--- config.mk ---
export PLATFORM = sky130hd
export DESIGN_NAME = fcp_host
export DESIGN_NICKNAME = d
export VERILOG_FILES = /design/src/shared/fcp_pkg.sv /design/src/logic/fcp_host.sv
export SDC_FILE = /design/constraint.sdc
export NUM_CORES = 1
export LEC_CHECK = 0
export BUFFER_PORTS_ARGS = -buffer_cell sky130_fd_sc_hd__buf_4
export CORE_ASPECT_RATIO = 0.8
export CORE_UTILIZATION = 59
export DETAILED_ROUTE_END_ITERATION = 10
export GPL_ROUTABILITY_DRIVEN = 0
export PLACE_DENSITY = 0.85
export REMOVE_ABC_BUFFERS = 1
export SYNTH_ARGS = -nofsm -noshare
export SYNTH_HDL_FRONTEND = slang
export SYNTH_SLANG_ARGS = --single-unit
--- constraint.sdc ---
create_clock -name ref_clk -period 3.8 [get_ports ref_clk]
set_input_delay 0.95 -clock ref_clk [delete_from_list [all_inputs] [get_ports ref_clk]]
set_output_delay 0.95 -clock ref_clk [all_outputs]
set_load 0.01 [all_outputs]
--- src/shared/fcp_pkg.sv ---
// package for the flash command host controller
package fcp_pkg;
   // command bytes placed on the low data lanes
   localparam logic [7:0] FCP_CMD_ERASE_SETUP = 8'h20;
   localparam logic [7:0] FCP_CMD_ERASE_CONFIRM = 8'hD0;
   localparam logic [7:0] FCP_CMD_WRITE_SETUP = 8'h40;
   localparam logic [7:0] FCP_CMD_WRITE_SETUP_ALT = 8'h10;
   localparam logic [7:0] FCP_CMD_READ_ARRAY = 8'hFF;
   localparam logic [7:0] FCP_CMD_READ_STATUS = 8'h70;
   localparam logic [7:0] FCP_CMD_IDENTIFY = 8'h90;
   // status bit positions on the low lanes
   localparam int FCP_SR_READY = 7;
   localparam int FCP_SR_ESUSP = 6;
   localparam int FCP_SR_ERASE_ERR = 5;
   localparam int FCP_SR_PROG_ERR = 4;
   localparam int FCP_SR_SUPPLY_ERR = 3;
   // host register offsets (wishbone byte addresses)
   localparam logic [3:0] FCP_REG_CTRL = 4'h0;
   localparam logic [3:0] FCP_REG_ADDR = 4'h4;
   localparam logic [3:0] FCP_REG_DATA = 4'h8;
   localparam logic [3:0] FCP_REG_STAT = 4'hC;
   // ctrl register fields
   localparam int FCP_OP_LSB = 0;
   localparam int FCP_OP_W = 3;
   localparam int FCP_CTRL_GO = 3;
   localparam int FCP_CTRL_WIDE = 4;
   localparam int FCP_CTRL_RESET = 5;
   localparam int FCP_CTRL_UNLOCK = 6;
   localparam int FCP_CTRL_IDV = 7;
   // operation codes
   localparam logic [2:0] FCP_OP_READ = 3'h0;
   localparam logic [2:0] FCP_OP_PROG = 3'h1;
   localparam logic [2:0] FCP_OP_ERASE = 3'h2;
   localparam logic [2:0] FCP_OP_STATUS = 3'h3;
   localparam logic [2:0] FCP_OP_ID = 3'h4;
   localparam logic [2:0] FCP_OP_ARRAY = 3'h5;
   // pin strobe timing
   localparam int FCP_CLK_MHZ = 125;
   localparam int FCP_T_PULSE_NS = 100;
   localparam int FCP_PULSE_CYC = (FCP_T_PULSE_NS * FCP_CLK_MHZ + 999) / 1000;
   localparam logic [4:0] FCP_PULSE_CNT = 5'(FCP_PULSE_CYC);

   typedef enum logic [7:0]
   {
      FCP_IDLE = 8'h01,
      FCP_CMD1 = 8'h02,
      FCP_GAP1 = 8'h04,
      FCP_CMD2 = 8'h08,
      FCP_GAP2 = 8'h10,
      FCP_RD = 8'h20,
      FCP_POLL = 8'h40,
      FCP_DONE = 8'h80
   } fcp_state_t;

   // wishbone slave request and answer
   typedef struct packed
   {
      logic cyc;
      logic stb;
      logic we;
      logic [3:0] adr;
      logic [3:0] sel;
      logic [31:0] dat;
   } fcp_wb_req_t;
   typedef struct packed
   {
      logic ack;
      logic [31:0] dat;
   } fcp_wb_rsp_t;

   // flash pin group driven by the controller
   typedef struct packed
   {
      logic ce_n;
      logic oe_n;
      logic we_n;
      logic reset_powerdown_n;
      logic boot_unlock;
      logic wide_n;
      logic id_high_voltage;
      logic [19:0] addr;
      logic [15:0] dq_out;
      logic dq_oe;
   } fcp_pins_t;

   // whole controller state
   typedef struct packed
   {
      fcp_state_t st;
      logic [4:0] cnt;
      logic [2:0] op;
      logic wide;
      logic rst_pd;
      logic unlock;
      logic idv;
      logic busy;
      logic [19:0] addr;
      logic [15:0] wdata;
      logic [15:0] rdata;
      logic [7:0] status;
      logic [15:0] q1;
      logic [15:0] q2;
      logic ack;
      logic [31:0] bus_dat;
      fcp_pins_t pins;
   } fcp_regs_t;
endpackage
--- src/logic/fcp_host.sv ---
// host controller that drives an asynchronous boot-block flash by its pins
`timescale 1ns/1ps
// ------------------------------------------------------------
// ------------------------------------------------------------
module fcp_host
   import fcp_pkg::*;
(
   input wire logic ref_clk, // 125 MHz clock
   input wire logic rst, // synchronous reset, high
   input wire fcp_pkg::fcp_wb_req_t wb_req, // wishbone request
   output fcp_pkg::fcp_wb_rsp_t wb_rsp, // wishbone answer
   output fcp_pkg::fcp_pins_t pins, // flash control pins
   input wire logic [15:0] dq_in, // flash data pins as read
   output logic busy // operation in progress
);
   import fcp_pkg::*;

   fcp_regs_t r_r;
   fcp_regs_t r_nxt;
   logic bus_hit;
   logic go;

   // first command byte of an operation
   function automatic logic [7:0] first_cmd(input logic [2:0] op);
      case (op)
         FCP_OP_PROG: first_cmd = FCP_CMD_WRITE_SETUP;
         FCP_OP_ERASE: first_cmd = FCP_CMD_ERASE_SETUP;
         FCP_OP_STATUS: first_cmd = FCP_CMD_READ_STATUS;
         FCP_OP_ID: first_cmd = FCP_CMD_IDENTIFY;
         default: first_cmd = FCP_CMD_READ_ARRAY;
      endcase
   endfunction

   assign bus_hit = wb_req.cyc && wb_req.stb && !r_r.ack;
   assign go = bus_hit && wb_req.we && wb_req.sel[0] && (wb_req.adr == FCP_REG_CTRL)
      && wb_req.dat[FCP_CTRL_GO];

   // ------------------------------------------------------------
   // next-state logic
   // ------------------------------------------------------------
   always_comb
   begin
      r_nxt = r_r;
      r_nxt.ack = bus_hit;
      r_nxt.q1 = dq_in;
      r_nxt.q2 = r_r.q1;
      // register writes; go is refused while busy, ack still given
      if (bus_hit && wb_req.we)
      begin
         case (wb_req.adr)
            FCP_REG_CTRL:
            begin
               r_nxt.wide = wb_req.dat[FCP_CTRL_WIDE];
               r_nxt.rst_pd = wb_req.dat[FCP_CTRL_RESET];
               r_nxt.unlock = wb_req.dat[FCP_CTRL_UNLOCK];
               r_nxt.idv = wb_req.dat[FCP_CTRL_IDV];
               if (go && !r_r.busy)
               begin
                  r_nxt.op = wb_req.dat[FCP_OP_LSB +: FCP_OP_W];
                  r_nxt.busy = 1'b1;
                  r_nxt.st = FCP_CMD1;
                  r_nxt.cnt = FCP_PULSE_CNT;
               end
            end
            FCP_REG_ADDR: r_nxt.addr = wb_req.dat[19:0];
            FCP_REG_DATA: r_nxt.wdata = wb_req.dat[15:0];
            default: ;
         endcase
      end
      // register reads, unmapped reads give zero
      case (wb_req.adr)
         FCP_REG_ADDR: r_nxt.bus_dat = {12'h000, r_r.addr};
         FCP_REG_DATA: r_nxt.bus_dat = {16'h0000, r_r.rdata};
         FCP_REG_STAT: r_nxt.bus_dat = {23'h000000, r_r.busy, r_r.status};
         FCP_REG_CTRL: r_nxt.bus_dat = {24'h000000, r_r.idv, r_r.unlock, r_r.rst_pd,
            r_r.wide, 1'b0, r_r.op};
         default: r_nxt.bus_dat = 32'h00000000;
      endcase
      // strobe pacing counter
      if (r_r.cnt != 5'h00)
         r_nxt.cnt = r_r.cnt - 5'h01;
      // pin defaults
      r_nxt.pins.reset_powerdown_n = !r_r.rst_pd;
      r_nxt.pins.boot_unlock = r_r.unlock;
      r_nxt.pins.id_high_voltage = r_r.idv;
      r_nxt.pins.wide_n = r_r.wide;
      r_nxt.pins.addr = r_r.addr;
      case (r_r.st)
         FCP_IDLE:
         begin
            r_nxt.pins.ce_n = 1'b1;
            r_nxt.pins.oe_n = 1'b1;
            r_nxt.pins.we_n = 1'b1;
            r_nxt.pins.dq_oe = 1'b0;
         end
         // first write: setup or path command on low lanes
         FCP_CMD1:
         begin
            r_nxt.pins.ce_n = 1'b0;
            r_nxt.pins.we_n = 1'b0;
            r_nxt.pins.dq_oe = 1'b1;
            r_nxt.pins.dq_out = {8'h00, first_cmd(r_r.op)};
            if (r_r.cnt == 5'h00)
            begin
               r_nxt.pins.we_n = 1'b1;
               r_nxt.pins.ce_n = 1'b1;
               r_nxt.st = FCP_GAP1;
               r_nxt.cnt = FCP_PULSE_CNT;
            end
         end
         FCP_GAP1:
         begin
            if (r_r.cnt == 5'h00)
            begin
               r_nxt.cnt = FCP_PULSE_CNT;
               if (r_r.op == FCP_OP_PROG || r_r.op == FCP_OP_ERASE)
                  r_nxt.st = FCP_CMD2;
               else if (r_r.op == FCP_OP_READ || r_r.op == FCP_OP_ARRAY)
                  r_nxt.st = FCP_RD;
               else
                  r_nxt.st = FCP_RD;
            end
         end
         // second write: confirm byte or the program data
         FCP_CMD2:
         begin
            r_nxt.pins.ce_n = 1'b0;
            r_nxt.pins.we_n = 1'b0;
            r_nxt.pins.dq_oe = 1'b1;
            if (r_r.op == FCP_OP_ERASE)
               r_nxt.pins.dq_out = {8'h00, FCP_CMD_ERASE_CONFIRM};
            else
               r_nxt.pins.dq_out = r_r.wide ? r_r.wdata : {8'h00, r_r.wdata[7:0]};
            if (r_r.cnt == 5'h00)
            begin
               r_nxt.pins.we_n = 1'b1;
               r_nxt.pins.ce_n = 1'b1;
               r_nxt.st = FCP_GAP2;
               r_nxt.cnt = FCP_PULSE_CNT;
            end
         end
         FCP_GAP2:
         begin
            r_nxt.pins.dq_oe = 1'b0;
            if (r_r.cnt == 5'h00)
            begin
               r_nxt.st = FCP_POLL;
               r_nxt.cnt = FCP_PULSE_CNT;
            end
         end
         // single read with write enable high, selects low
         FCP_RD:
         begin
            r_nxt.pins.dq_oe = 1'b0;
            r_nxt.pins.ce_n = 1'b0;
            r_nxt.pins.oe_n = 1'b0;
            if (r_r.cnt == 5'h00)
            begin
               r_nxt.rdata = r_r.wide ? r_r.q2 : {8'h00, r_r.q2[7:0]};
               if (r_r.op == FCP_OP_STATUS)
                  r_nxt.status = r_r.q2[7:0];
               r_nxt.st = FCP_DONE;
            end
         end
         // poll status until the engine reports ready
         FCP_POLL:
         begin
            r_nxt.pins.ce_n = 1'b0;
            r_nxt.pins.oe_n = 1'b0;
            if (r_r.cnt == 5'h00)
            begin
               r_nxt.status = r_r.q2[7:0];
               r_nxt.pins.oe_n = 1'b1;
               r_nxt.pins.ce_n = 1'b1;
               r_nxt.cnt = FCP_PULSE_CNT;
               if (r_r.q2[FCP_SR_READY])
                  r_nxt.st = FCP_DONE;
            end
         end
         FCP_DONE:
         begin
            r_nxt.pins.ce_n = 1'b1;
            r_nxt.pins.oe_n = 1'b1;
            r_nxt.busy = 1'b0;
            r_nxt.st = FCP_IDLE;
         end
         default: r_nxt.st = FCP_IDLE;
      endcase
      // power-down aborts any operation; device returns to array read
      if (r_r.rst_pd)
      begin
         r_nxt.st = FCP_IDLE;
         r_nxt.busy = 1'b0;
         r_nxt.status = 8'h00;
         r_nxt.pins.dq_oe = 1'b0;
      end
   end

   // ------------------------------------------------------------
   // state register
   // ------------------------------------------------------------
   always_ff @(posedge ref_clk)
   begin
      if (rst)
      begin
         r_r <= '0;
         r_r.st <= FCP_IDLE;
         r_r.pins.ce_n <= 1'b1;
         r_r.pins.oe_n <= 1'b1;
         r_r.pins.we_n <= 1'b1;
         r_r.pins.reset_powerdown_n <= 1'b1;
      end
      else
         r_r <= r_nxt;
   end

   assign wb_rsp = '{ack: r_r.ack, dat: r_r.bus_dat};
   assign pins = r_r.pins;
   assign busy = r_r.busy;

   // ------------------------------------------------------------
   // assertions
   // ------------------------------------------------------------
   read_strobes_a: assert property (@(posedge ref_clk) disable iff (rst)
      !pins.oe_n |-> pins.we_n && !pins.ce_n)
      else $error("read strobe with write enable low");
   cmd_lanes_a: assert property (@(posedge ref_clk) disable iff (rst)
      (r_r.st == FCP_CMD1) |=> (pins.dq_out[15:8] == 8'h00))
      else $error("command on upper lanes");
   // checked only on entry: the confirm strobe spans many cycles in one state
   erase_order_a: assert property (@(posedge ref_clk) disable iff (rst)
      r_r.st == FCP_CMD2 && $past(r_r.st) != FCP_CMD2 && r_r.op == FCP_OP_ERASE |->
      $past(r_r.st) == FCP_GAP1)
      else $error("confirm without setup");
   prog_setup_a: assert property (@(posedge ref_clk) disable iff (rst)
      $rose(r_r.st == FCP_CMD1) && r_r.op == FCP_OP_PROG ##1 1'b1 |->
      pins.dq_out[7:0] == FCP_CMD_WRITE_SETUP)
      else $error("program without setup byte");
   pd_status_a: assert property (@(posedge ref_clk) disable iff (rst)
      r_r.rst_pd |=> r_r.status == 8'h00 && !pins.dq_oe)
      else $error("power-down did not clear status");
   no_drive_read_a: assert property (@(posedge ref_clk) disable iff (rst)
      !pins.oe_n |-> !pins.dq_oe)
      else $error("driving pins during read");
   unlock_pin_a: assert property (@(posedge ref_clk) disable iff (rst)
      r_r.unlock |=> pins.boot_unlock)
      else $error("unlock pin not following");
   width_pin_a: assert property (@(posedge ref_clk) disable iff (rst)
      r_r.wide ##1 r_r.wide |-> pins.wide_n)
      else $error("width pin mismatch");
   ack_once_a: assert property (@(posedge ref_clk) disable iff (rst)
      wb_rsp.ack |=> !wb_rsp.ack)
      else $error("ack held two cycles");
   cv_erase_c: cover property (@(posedge ref_clk) r_r.st == FCP_CMD2 && r_r.op == FCP_OP_ERASE);
   cv_prog_c: cover property (@(posedge ref_clk) r_r.st == FCP_CMD2 && r_r.op == FCP_OP_PROG);
   cv_poll_c: cover property (@(posedge ref_clk) r_r.st == FCP_POLL ##1 r_r.st == FCP_DONE);
   cv_id_c: cover property (@(posedge ref_clk) r_r.st == FCP_RD && r_r.op == FCP_OP_ID);
endmodule // fcp_host

==> reports/qor.csv <==
metric,value,unit
fin. max-slew vios,0,
RSZ-0062 raised after global routing,false,
Tcrit/Tclk final,73.0,%
Yosys reg bits,178,
Slew @ Worst Pin,1.16,ns
Syn Inst Count,798,
Post-Synth Adder-Cell Area,0.177,%
IO buf count,111,
number of DRC markers in iteration 0,745,
Max Root-Sink Buffers,2,
Critical Path AT,3.08,ns
total track usage,24.9,%
critical path type,flop to flop,
setup bufs post-CTS,0,
Hold Crit Class,flop to flop,
global-route wire length before repair,24700,um
Final Skew,0.0113,ns
ant diodes,0,
chip width,124,um
largest net degree at the start of global routing,81,
mux share of post-synthesis cell area,2.16,%
"Data required, critical path",4.10,ns
NumNets Final,880,
main combinational cell family by area after synthesis,simple AND/OR/NAND/NOR gates,
Syn-to-layout area delta,13.5,%
Max-Cap Viols,0,
pwr/cell area,501,nW/um^2
syn_area_per_cell,8.87,um^2
CP max FO,10,
ys async rst share,0,%
final worst-path setup slack,1.02,ns
peak supply drop,0.361,mV
CTS tree,built,
Post-Syn Area,7080,um^2
cts bufs inserted,17,
Yosys cell types,62,
Die Span Y,100,um
post-route minimum period,2.78,ns
drt pass-1 iters,6,
Leakage,3.08,nW
"Setup violations, final",0,
core area,11600,um^2
PnR Total Power,4.03,mW
"CTS clk-pin slew, worst paths",0.06,ns
I/O pin total,139,
initial core utilization,61.0,%
sequential-to-total area share from yosys stat,50.3,%
drt drc,0,
hold_buf cts,0,
row count,35,
antenna-violating nets left,0,
post-synthesis xor/xnor area fraction,0.742,%
DPL Wire Length,10600,um
Post-synth top flop,dfxtp_1,
relative slew slack,22.0,%
CP startpoint kind,flop,
Fillers,846,
Worst-Skew Late Latency,0.43,ns
clk root buf,clkbuf_16,
# H-tree levels,4,
vias,5546,
post-cts resize count,0,
"Cell Count, Final, Fillers Out",979,
Wirelength per Cell,16.0,um
final hold violation count,0,
dpl cells,947,
Setup crit end kind,flop,
vias in the first global route,5005,
status,"finished, final reports clean",
"EDFF count, synth",0,
layout cell share with drive strength beyond 1,19.6,%
final WL,15600,um
Compound-Gate Fraction of Synth Area,12.3,%
GR Overflow Total,0,
Syn. warnings,0,
Num Clock Sinks,178,
highest clock rate,360,MHz
Post-Synth Simple-Gate Area,22.8,%
TNS Setup,0,ns
DR vias/cell,5.66,
dpl ws,0.822,ns
Hold WS,0.432,ns
die area,12400,um^2
initial antenna violation count,0,
## where the power goes
group	leakage (nW)	internal (mW)	switching (mW)	total [mW]
Clock	0.289	1.10	0.720	1.82
Combinational	1.35	0.109	0.171	0.280
Sequential	1.44	1.90	0.0247	1.93
## worst max-delay path, stage by stage, from the launching register on
cell and delay (ns):
dfxtp_1 0.42, nor4_1 1.02, nand4_1 0.25, a21oi_2 0.60, mux2i_1 0.27, nor2_1 0.07
## metrics by stage
step | utilization, % | instance area, um^2
after floorplan | - | 6330
after global placement | 63.9 | 7420
after detailed placement | 63.9 | 7420
after CTS | 69.3 | 8040
after global routing | 69.3 | 8040
final | 69.3 | 8040
## cell type report
class,instances,area [um^2],share of cell area [%]
clock buffers,19,433,5.39
clock inverters,13,186,2.32
well taps,148,185,2.30
repair buffers,119,906,11.3
flip-flops and latches,178,3560,44.3
inverters,2,7.51,0.0934
multi-input cells,500,2760,34.3
## cell usage after synthesis (2+ instances only)
library cell | count | area [um^2]
nand4b_1 | 2 | 17.5
a21oi_1 | 69 | 345
and3_1 | 3 | 18.8
or2_2 | 4 | 25.0
nor2_1 | 62 | 233
a22oi_1 | 17 | 128
and2_1 | 7 | 43.8
inv_1 | 2 | 7.51
buf_6 | 3 | 33.8
nand3_1 | 13 | 65.1
clkbuf_1 | 48 | 180
nor3_1 | 9 | 45.0
o211ai_1 | 3 | 22.5
nand2_1 | 130 | 488
a211oi_2 | 2 | 25.0
o21ai_0 | 12 | 60.1
dfxtp_1 | 178 | 3560
or4_1 | 3 | 22.5
a222oi_1 | 7 | 70.1
nor4b_1 | 3 | 26.3
nor2b_1 | 60 | 375
mux2_2 | 2 | 22.5
nand4_1 | 2 | 12.5
mux2i_1 | 13 | 130
nand2b_1 | 6 | 37.5
a21o_1 | 2 | 15.0
nor4_1 | 6 | 37.5
a211oi_1 | 4 | 30.0
or3_1 | 5 | 31.3
o2111ai_1 | 3 | 26.3
nand3b_1 | 3 | 22.5
xor2_1 | 2 | 17.5
buf_4 | 77 | 578
and4b_1 | 3 | 30.0
nor3b_1 | 3 | 22.5
xnor2_1 | 4 | 35.0
## layout by cell type, fill, tap and decap left out, types with 3 or more instances in the layout
| master | n |
|---|---|
| mux2i_1 | 13 |
| clkbuf_16 | 17 |
| clkinvlp_4 | 4 |
| and4b_1 | 3 |
| and3_1 | 3 |
| bufinv_16 | 4 |
| nor2b_1 | 60 |
| buf_4 | 118 |
| conb_1 | 12 |
| nor4b_1 | 3 |
| nand3_1 | 13 |
| nand2_1 | 130 |
| a211oi_1 | 4 |
| o2111ai_1 | 3 |
| nor2_1 | 62 |
| nand2b_1 | 6 |
| nand3b_1 | 3 |
| dfxtp_1 | 178 |
| a222oi_1 | 7 |
| o21ai_0 | 12 |
| and2_1 | 7 |
| a22oi_1 | 17 |
| or3_1 | 5 |
| nor3b_1 | 3 |
| or4_1 | 3 |
| xnor2_1 | 4 |
| nor4_1 | 6 |
| or2_2 | 4 |
| a21oi_1 | 69 |
| o211ai_1 | 3 |
| nor3_1 | 9 |
| clkinv_4 | 3 |
## metal layers
| metal | track usage [%] | vias to the layer above | wire length [um] |
|---|---|---|---|
| li1 | - | 2633 | - |
| met1 | 31.6 | 2570 | 6550 |
| met2 | 39.3 | 290 | 7240 |
| met3 | 6.72 | 53 | 1320 |
| met4 | 12.8 | 0 | 524 |
| met5 | 0 | - | 0 |
## cells by family after synthesis
| kind of cell | after synthesis |
|---|---|
| flops | 178 |
| compound gates | 135 |
| xor+xnor | 6 |
| mux | 15 |
| simple gates | 331 |
| fa+ha+maj | 1 |
| buf+inv | 131 |
| other cells | 1 |
## path summary, 6_finish.rpt
path,depth (start not counted),slack (ns),endpoint,from
setup / recovery,5,1.02,r_r[113],r_r[185]
hold / removal,1,0.43,r_r[88],r_nxt[88]
setup reg to reg,5,1.02,r_r[113],r_r[185]
hold reg to reg,1,0.43,r_r[88],r_nxt[88]
## sequential cells by signal (all words and copies together), names as in the netlist
signal  cells
wb_rsp     21
pins       44
busy        1
r_r        73
r_nxt      39
Power figures use the tool's default switching activity.
